### config.mk
export PLATFORM = sky130hd
export DESIGN_NAME = adc_serial_host
export DESIGN_NICKNAME = d
export VERILOG_FILES = /design/src/verilog/adc_host_pkg.sv /design/src/verilog/adc_serial_host.sv
export SDC_FILE = /design/constraint.sdc
export NUM_CORES = 1
export LEC_CHECK = 0
export ABC_AREA = 1
export BUFFER_PORTS_ARGS = -buffer_cell sky130_fd_sc_hd__buf_2
export CORE_MARGIN = 5
export CORE_UTILIZATION = 31
export CTS_CLUSTER_SIZE = 40
export DETAILED_ROUTE_END_ITERATION = 6
export GPL_ROUTABILITY_DRIVEN = 0
export PLACE_DENSITY_LB_ADDON = 0.15
export SETUP_SLACK_MARGIN = 0.05
export SLEW_MARGIN = 40
export SYNTH_ARGS = -nofsm -noshare
export SYNTH_HDL_FRONTEND = slang
export SYNTH_SLANG_ARGS = --single-unit
### constraint.sdc
create_clock -name clk_i -period 2.4 [get_ports clk_i]
set_input_delay 0.48 -clock clk_i [delete_from_list [all_inputs] [get_ports clk_i]]
set_output_delay 0.48 -clock clk_i [all_outputs]
set_load 0.1 [all_outputs]
### src/verilog/adc_host_pkg.sv
package adc_host_pkg;
	localparam int          RESULT_BITS     = 18;
	localparam int          CLK_HZ          = 40000000;
	localparam int          CNV_LOW_NS      = 25;
	localparam int          CNV_LOW_CYC     = (CNV_LOW_NS * CLK_HZ
		+ 999999999) / 1000000000;
	localparam int          SCLK_DIV        = 2;
	localparam logic [4:0]  BITS_RESET      = 5'h00;
	localparam logic [17:0] RESULT_RESET    = 18'h00000;
	localparam logic [3:0]  CNV_CNT_RESET   = 4'h0;
	localparam logic [1:0]  DIV_RESET       = 2'h0;

	typedef enum logic [2:0] {
		ST_IDLE,
		ST_START,
		ST_WAIT_BUSY,
		ST_SELECT,
		ST_SHIFT,
		ST_DONE
	} host_state_t;
endpackage

### src/verilog/adc_serial_host.sv
`timescale 1ns/10ps
module adc_serial_host
	import adc_host_pkg::*;
#(
	parameter int BITS = RESULT_BITS
)(
	input  wire logic            clk_i,
	input  wire logic            rst_i,
	input  wire logic            start_i,
	output logic                 done_o,
	output logic [BITS-1:0]      result_o,
	output logic                 overrun_o,
	input  wire logic            busy_i,
	input  wire logic            serial_data_out_i,
	input  wire logic            read_overrun_pulse_i,
	output logic                 convert_start_n_o,
	output logic                 chip_select_n_o,
	output logic                 read_enable_n_o,
	output logic                 sclk_o,
	output logic                 clock_source_select_o,
	output logic                 interface_select_lo_o,
	output logic                 interface_select_hi_o,
	output logic                 chain_data_in_o
);
	import adc_host_pkg::*;

	host_state_t     state_q, state_d;
	logic [3:0]      cnv_cnt_q;
	logic [4:0]      bits_q;
	logic [BITS-1:0] shreg_q;
	logic [1:0]      div_q;
	logic [1:0]      busy_s_q, sdo_s_q, err_s_q;
	logic            err_prev_q;
	logic            busy_seen_q;

	wire busy_s    = busy_s_q[1];
	wire sdo_s     = sdo_s_q[1];
	wire err_rise  = err_s_q[1] & ~err_prev_q;
	wire div_tick  = (div_q == 2'(SCLK_DIV - 1));
	wire last_bit  = (bits_q == 5'(BITS - 1));
	wire cnv_done  = (cnv_cnt_q == 4'(CNV_LOW_CYC));
	wire in_shift  = (state_q == ST_SHIFT);
	// Sample at the fall: synced bit is the one shown at the rise
	wire fall_en   = in_shift & div_tick & sclk_o;

	always_comb
	begin
		state_d = state_q;
		case (state_q)
			ST_IDLE:
				if (start_i)
					state_d = ST_START;
			ST_START:
				if (cnv_done)
					state_d = ST_WAIT_BUSY;
			ST_WAIT_BUSY:
				if (busy_seen_q && !busy_s)
					state_d = ST_SELECT;
			ST_SELECT:
				if (div_tick)
					state_d = ST_SHIFT;
			ST_SHIFT:
				if (fall_en && last_bit)
					state_d = ST_DONE;
			ST_DONE:
				state_d = ST_IDLE;
			default:
				state_d = ST_IDLE;
		endcase
	end

	always_ff @(posedge clk_i or posedge rst_i)
	begin
		if (rst_i)
		begin
			busy_s_q   <= 2'h3;
			sdo_s_q    <= 2'h0;
			err_s_q    <= 2'h0;
			err_prev_q <= 1'b0;
		end
		else
		begin
			busy_s_q   <= {busy_s_q[0], busy_i};
			sdo_s_q    <= {sdo_s_q[0], serial_data_out_i};
			err_s_q    <= {err_s_q[0], read_overrun_pulse_i};
			err_prev_q <= err_s_q[1];
		end
	end

	always_ff @(posedge clk_i or posedge rst_i)
	begin
		if (rst_i)
			state_q <= ST_IDLE;
		else
			state_q <= state_d;
	end

	// Busy must be seen high first, else a stale low starts an early read
	always_ff @(posedge clk_i or posedge rst_i)
	begin
		if (rst_i)
			busy_seen_q <= 1'b0;
		else
			busy_seen_q <= (state_q == ST_WAIT_BUSY)
				&& (busy_seen_q || busy_s);
	end

	// Convert start low pulse, held once per request
	always_ff @(posedge clk_i or posedge rst_i)
	begin
		if (rst_i)
		begin
			cnv_cnt_q         <= CNV_CNT_RESET;
			convert_start_n_o <= 1'b1;
		end
		else
		begin
			cnv_cnt_q <= (state_q == ST_START) ? cnv_cnt_q + 4'h1
				: CNV_CNT_RESET;
			convert_start_n_o <= !(state_q == ST_START && !cnv_done);
		end
	end

	always_ff @(posedge clk_i or posedge rst_i)
	begin
		if (rst_i)
			div_q <= DIV_RESET;
		else if (div_tick || state_q == ST_IDLE)
			div_q <= DIV_RESET;
		else
			div_q <= div_q + 2'h1;
	end

	// Gated clock idling low; 10 MHz stays under both limits
	always_ff @(posedge clk_i or posedge rst_i)
	begin
		if (rst_i)
			sclk_o <= 1'b0;
		else if (in_shift && div_tick)
			sclk_o <= ~sclk_o;
		else if (!in_shift)
			sclk_o <= 1'b0;
	end

	always_ff @(posedge clk_i or posedge rst_i)
	begin
		if (rst_i)
		begin
			chip_select_n_o <= 1'b1;
			read_enable_n_o <= 1'b1;
		end
		else
		begin
			chip_select_n_o <= !(state_d == ST_SELECT
				|| state_d == ST_SHIFT);
			read_enable_n_o <= !(state_d == ST_SELECT
				|| state_d == ST_SHIFT);
		end
	end

	always_ff @(posedge clk_i or posedge rst_i)
	begin
		if (rst_i)
		begin
			bits_q  <= BITS_RESET;
			shreg_q <= '0;
		end
		else if (state_q == ST_SELECT)
			bits_q <= BITS_RESET;
		else
		begin
			if (fall_en)
			begin
				shreg_q <= {shreg_q[BITS-2:0], sdo_s};
				bits_q  <= bits_q + 5'h01;
			end
		end
	end

	always_ff @(posedge clk_i or posedge rst_i)
	begin
		if (rst_i)
		begin
			done_o    <= 1'b0;
			result_o  <= '0;
			overrun_o <= 1'b0;
		end
		else
		begin
			done_o    <= (state_q == ST_DONE);
			overrun_o <= err_rise;
			if (state_q == ST_DONE)
				result_o <= shreg_q;
		end
	end

	// Fixed straps: serial slave, no chaining
	always_ff @(posedge clk_i or posedge rst_i)
	begin
		if (rst_i)
		begin
			clock_source_select_o <= 1'b1;
			interface_select_lo_o <= 1'b1;
			interface_select_hi_o <= 1'b1;
			chain_data_in_o       <= 1'b0;
		end
		else
		begin
			clock_source_select_o <= 1'b1;
			interface_select_lo_o <= 1'b1;
			interface_select_hi_o <= 1'b1;
			chain_data_in_o       <= 1'b0;
		end
	end
endmodule

==> results of run 1 <==
power breakdown:
group	switching (uW)	leakage [uW]	total, uW	internal (uW)
Combinational	362	0.000489	466	104
Clock	367	0.0000761	728	361
Sequential	59.9	0.000847	1210	1150
Total	789	0.00141	2400	1610
state kept, by name (all words and copies together) (netlist names):
signal	count
bits_q	5
busy_s_q	2
busy_seen_q	1
cnv_cnt_q	4
convert_start_n_o	1
div_q	2
done_o	1
err_prev_q	1
err_s_q	2
overrun_o	1
read_enable_n_o	1
result_o	18
sclk_o	1
sdo_s_q	2
shreg_q	18
state_q	3
area by class of cell:
class                   count  area, um2  share of cell area, %
clock buffers              12      135.1                  4.722
clock inverters             2      10.01                 0.3498
inverters                  37      138.9                  4.854
multi-input cells         146      695.7                  24.31
flip-flops and latches     63       1582                  55.27
well taps                 102      127.6                  4.460
repair buffers             31      172.7                  6.034
routing by layer:
metal	vias up	global-route usage [%]	share of wire, %
met2	27	14.10	44
met5	-	0	0
met1	768	11.80	49
met4	0	6.618	2.5
met3	8	2.665	4.5
li1	852	-	-
how the worst min path moves through the flow:
stage / slack (ns) / end / startpoint
after global routing: 0.23 / busy_s_q[0] / busy_i
final: 0.20 / overrun_o / rst_i
after CTS: 0.21 / overrun_o / rst_i
after detailed placement: 0.34 / sdo_s_q[1] / sdo_s_q[0]
after global placement: 0.33 / sdo_s_q[1] / sdo_s_q[0]
after floorplan: 0.33 / err_s_q[1] / err_s_q[0]
stage by stage:
| step | area [um2] | hold slack [ns] | power [uW] | std cells | worst slack (ns) |
|---|---|---|---|---|---|
| floorplan | 2492 | 0.3312 | 1622 | 259 | 0.3569 |
| global placement | 2716 | 0.3343 | 1703 | 379 | 0.7598 |
| detailed placement | 2716 | 0.3364 | 1704 | 379 | 0.7054 |
| CTS | 2861 | 0.2124 | 2453 | 393 | 0.6151 |
| global route | 2861 | 0.2321 | 2545 | 393 | 0.4471 |
| finish | 2861 | 0.2011 | 2400 | 393 | 0.6469 |
logic make-up (layout without fill, tap and decap cells):
family | count (synthesis) | after routing
AO/OA/AOI/OAI | 41 | 41
adder cells (fa/ha/maj) | 5 | 5
AND/OR/NAND/NOR | 94 | 94
XOR/XNOR | 2 | 2
buffers and inverters | 50 | 82
other | 2 | 4
flip-flops | 63 | 63
cells in the final DEF (no fill, tap or decap):
| master | count |
|---|---|
| a21oi_1 | 2 |
| buf_12 | 1 |
| buf_2 | 29 |
| buf_4 | 1 |
| clkbuf_1 | 3 |
| clkbuf_8 | 9 |
| clkinv_2 | 2 |
| conb_1 | 4 |
| dfrtp_1 | 59 |
| dfstp_2 | 4 |
| ha_1 | 5 |
| inv_1 | 36 |
| inv_2 | 1 |
| nand2_1 | 56 |
| nand3_1 | 14 |
| nand3_2 | 2 |
| nand4_1 | 3 |
| nor2_1 | 16 |
| nor2_2 | 1 |
| nor3_1 | 2 |
| o21ai_0 | 39 |
| xnor2_1 | 2 |
tightest hold or removal path, cell delays in order:
cell	delay, ns
buf_2	0.10
inv_2	0.06
buf_12	0.28
==> reports/qor.csv, run 1 <==
metric,value,unit
status,finished clean,
post-detailed-route count of antenna-violating nets,0,
drt pass-1 iters,4,
Initial Utilization,31.99,%
GRT overflow,0,
CTS root buffer,clkbuf_8,
hold buffer count at cts,0,
simple logic cell fraction of the synthesized area,15.91,%
setup TNS,0,ns
Worst Setup Path Type,reg -> out,
cell taking the most area after synthesis,dfrtp_1,
final hold vios,0,
vias in the first global route,1563,
#FFs+latches synth,63,
post-layout min period,1.753,ns
clk sinks,63,
clk buf depth,2,
power per cell area,838.8,mW/mm2
Fillers,801,
first-pass GRT wire length,7376,um
die span in x,99.53,um
Clock Pin Slew Worst Setup and Hold Paths,0.07,ns
max-slew violation count,0,
CTS tree,done,
Critical Path Max Stage Delay,0.53,ns
largest net degree at the start of global routing,64,
"Setup Fix Bufs, Post-CTS",0,
VDD IR max,244.4,uV
vias per cell,4.211,
CTS Buf Count,9,
maxcap violations,0,
Total Routing Usage GR,9.463,%
Worst setup endpoint,read_enable_n_o,
Vias,1655,
crit-path max FO,2,
share of flip-flops with an asynchronous set or reset,100.0,%
CP Data Required Time,1.92,ns
Final Util,36.84,%
layout cell share with drive strength beyond 1,17.18,%
XOR/XNOR Fraction of Synth Area,0.7049,%
top post-synthesis cells by count,"59 x dfrtp_1, 56 x nand2_1, 39 x o21ai_0",
Critical Path End Type,output port,
Hold WC Path Type,in -> async,
Critical Path AT,1.27,ns
prevailing post-synth register cell,dfrtp_1,
register-to-register setup slack,0.73,ns
post-DP HPWL,2774,um
CP Cell Sequence,buf_2,
Tcrit/Tclk final,73.04,%
Mean Syn Cell Area,9.669,um2
critical path depth,1,
Worst setup SP type,register,
drc violations,0,
# H-tree levels,3,
largest family of logic cells by synthesized area,simple AND/OR/NAND/NOR gates,
complex-gate fraction of the synthesized area,8.258,%
Diodes inserted,0,
Core Footprint,0.007767,mm2
post-synthesis sequential area ratio,63.65,%
"delay-heaviest family, CP",flip-flops,
Final setup viols,0,
wire per inst,10.74,um
Die Footprint,0.009906,mm2
"Cell Area, Synth",0.002485,mm2
Final nets,299,
r2r startpoint,div_q[1],
post-synthesis mux area share,0,%
routed wire length,4219,um
Critical Path Source,read_enable_n_o,
Buffers on Ports,29,
Slew Limit Headroom,59.82,%
Yosys top cell area share,59.42,%
initial antenna violation count,0,
Synth Area in Adders,2.518,%
post-synth cell types,19,
Layout Skew,0.008527,ns
Highest Clock Rate,0.5704,GHz
WP buf/inv,1,
Synth Warn #,0,
DRT iter0 DRCs,63,
Die Y-Extent,99.53,um
r2r endpoint,shreg_q[17],
Slowest cell on crit path,dfstp_2,
Post-Synthesis Cells,257,
Least-Margin Pin Slew,0.6019,ns
RSZ-0062 raised after global routing,false,
Leak Pwr,0.001412,uW
most numerous cell in the Yosys netlist,dfrtp_1,
I/O pin cnt,34,
Post-synth EDFFs,0,
cells on worst reg2reg path,7,
post-cts resize count,0,
Area growth syn-to-layout,15.16,%
largest cells by area after synthesis,"dfrtp_1 59%, nand2_1 8.5%, o21ai_0 7.9%",
Rows,32,
clock latency at the later pin of the worst-skew pair,0.33,ns
(Power assumes the default switching activity.)
==> inputs of run 2 (changes only) <==
Clock period 2.4 ns to 1.7 ns, I/O delays scaled along.
==> reports/qor.csv, run 2 (synthesis results as in run 1) <==
metric,value,unit,change
status,finished with violations,,
failing checks,negative hold slack,,
RSZ-0062 raised after global routing,false,,
met1 GRT Util,12.12,%,+0.32 points
global routing usage on met2,14.36,%,+0.26 points
Seq pwr share,42.5,%,-7.8 points
final hold vios,1,,+1
post-cts resize count,0,,unchanged
Final Util,38.80,%,+2.0 points
Area growth syn-to-layout,21.30,%,
Initial Utilization,31.99,%,unchanged
most frequent cells in the layout,"58 x dfrtp_1, 56 x nand2_1, 39 x o21ai_0",,
share of total power in combinational logic,17.5,%,-1.9 points
Leak Pwr,0.001480,uW,+4.8%
Worst Setup Path Type,reg -> out,,
post-detailed-route count of antenna-violating nets,0,,unchanged
Final setup viols,0,,unchanged
P_sw,1163,uW,+47%
WP buf/inv,1,,unchanged
CP Cell Sequence,buf_2,,
post-layout min period,1.605,ns,
GRT overflow,0,,unchanged
Vias,1671,,+0.97%
Die Y-Extent,99.53,um,unchanged
Clock Pin Slew Worst Setup and Hold Paths,0.07,ns,about the same
clk buf depth,2,,unchanged
Core Footprint,0.007767,mm2,unchanged
I/O pin cnt,34,,unchanged
CTS root buffer,clkbuf_8,,
crit-path max FO,1,,-1
Buffers on Ports,29,,unchanged
Highest Clock Rate,0.6229,GHz,
r2r startpoint,div_q[1],,
routed wire length,4267,um,+1.1%
vias per cell,4.198,,-0.30%
busiest layer in global routing,met2,,
"Setup Fix Bufs, Post-CTS",0,,unchanged
Worst setup SP type,register,,
clock latency at the later pin of the worst-skew pair,0.34,ns,about the same
Layout Skew,0.008296,ns,-0.0002313 ns
Switching Share,29.06,%,-3.8 points
drt pass-1 iters,4,,unchanged
largest net degree at the start of global routing,33,,-48%
total chip power,4001,uW,+67%
"delay-heaviest family, CP",flip-flops,,
Final WS setup,0.09459,ns,-0.5523 ns
Critical Path End Type,output port,,
Clock power frac,40.0,%,+9.7 points
wire per inst,10.72,um,-0.13%
register-to-register setup slack,0.35,ns,-0.38 ns
VDD IR max,375.5,uV,+54%
Largest regs,"result_o: 18 flops, shreg_q: 18 flops, bits_q: 5 flops",,
Total Routing Usage GR,9.823,%,+0.36 points
GR Util met3,3.506,%,+0.84 points
vias in the first global route,1616,,+3.4%
DRT iter0 DRCs,54,,-14%
Hold WS,-0.0004465,ns,-0.2015 ns
Slowest cell on crit path,dfstp_2,,
Tcrit/Tclk final,94.44,%,
setup TNS,0,ns,unchanged
Fillers,810,,+1.1%
initial antenna violation count,0,,unchanged
Reg area,0.001583,mm2,about the same
hold buffer count at cts,0,,unchanged
layout cell share with drive strength beyond 1,19.59,%,+2.4 points
Rows,32,,unchanged
post-DP HPWL,2984,um,+7.6%
Diodes inserted,0,,unchanged
Non-Filler Instances,398,,+1.3%
Post-Place Setup Slack,0.3403,ns,-0.3650 ns
maxcap violations,0,,unchanged
CP Data Required Time,1.36,ns,-0.56 ns
CTS Buf Count,9,,unchanged
max-slew violation count,0,,unchanged
multi-input logic area,695.7,um2,unchanged
Final nets,303,,+1.3%
# H-tree levels,3,,unchanged
power per cell area,1328,mW/mm2,+58%
clk sinks,63,,unchanged
Die Footprint,0.009906,mm2,unchanged
Critical Path Max Stage Delay,0.51,ns,-0.02 ns
CTS tree,done,,
first-pass GRT wire length,7583,um,+2.8%
Hold WC Path Type,in -> async,,
placed insts,383,,+1.1%
Critical Path Source,convert_start_n_o,,
die span in x,99.53,um,unchanged
Pint,2838,uW,+76%
"commonest non-fill, non-tap cell in the layout",dfrtp_1,,
drc violations,0,,unchanged
Critical Path AT,1.27,ns,about the same
run 2: cell types whose count changed in the layout (fill, tap and decap cells not counted), moves of 2 or more:
cell,delta
clkbuf_1,-2
buf_4,+3
clkbuf_4,+2
clkinv_2,-2
bufinv_16,+3
buf_2,-2
clkbuf_8,+2
run 2: power by group through the flow:
stage          logic (uW)  registers (uW)  clock network, uW
6_report              700            1700               1600
5_1_grt               777            1710               1730
4_1_cts               705            1700               1650
3_5_place_dp          704            1730                  0
3_3_place_gp          701            1730                  0
2_1_floorplan         422            1870                  0
run 2: metal layers:
| layer | wire [um] | part of all wire [%] | up-vias |
|---|---|---|---|
| met5 | 0 | 0 | - |
| met4 | 136 | 3.2 | 0 |
| met3 | 236 | 5.5 | 13 |
| met2 | 1845 | 43 | 30 |
| met1 | 2049 | 48 | 764 |
| li1 | - | - | 864 |
run 2: worst paths after layout:
check / cells after the start / to
setup / recovery: 1 / convert_start_n_o
hold / removal: 2 / err_s_q[0]
setup reg to reg: 8 / bits_q[2]
hold reg to reg: 0 / err_s_q[1]
max in group asynchronous: 3 / done_o
min in group clk_i: 1 / busy_s_q[0]
run 2: worst register-to-register path, stage by stage (launching register included):
cell	delay, ns
dfrtp_1	0.35
inv_1	0.05
ha_1	0.21
nand2_1	0.07
inv_1	0.08
nand3_2	0.10
buf_4	0.21
nand3_1	0.08
o21ai_0	0.08
run 2: cell type report:
type / instances / area share (%)
repair buffers: 35 / 7.306
inverters: 37 / 4.732
multi-input cells: 146 / 23.08
clock inverters: 3 / 2.989
flip-flops and latches: 63 / 52.51
clock buffers: 12 / 5.147
well taps: 102 / 4.234
run 2: through the flow:
step           cell area (um2)  hold WS [ns]
5_1_grt                   3014       0.02411
4_1_cts                   3009      0.001617
6_report                  3014    -0.0004465
3_5_place_dp              2764        0.3356
2_1_floorplan             2497        0.3312
3_3_place_gp              2764        0.3351
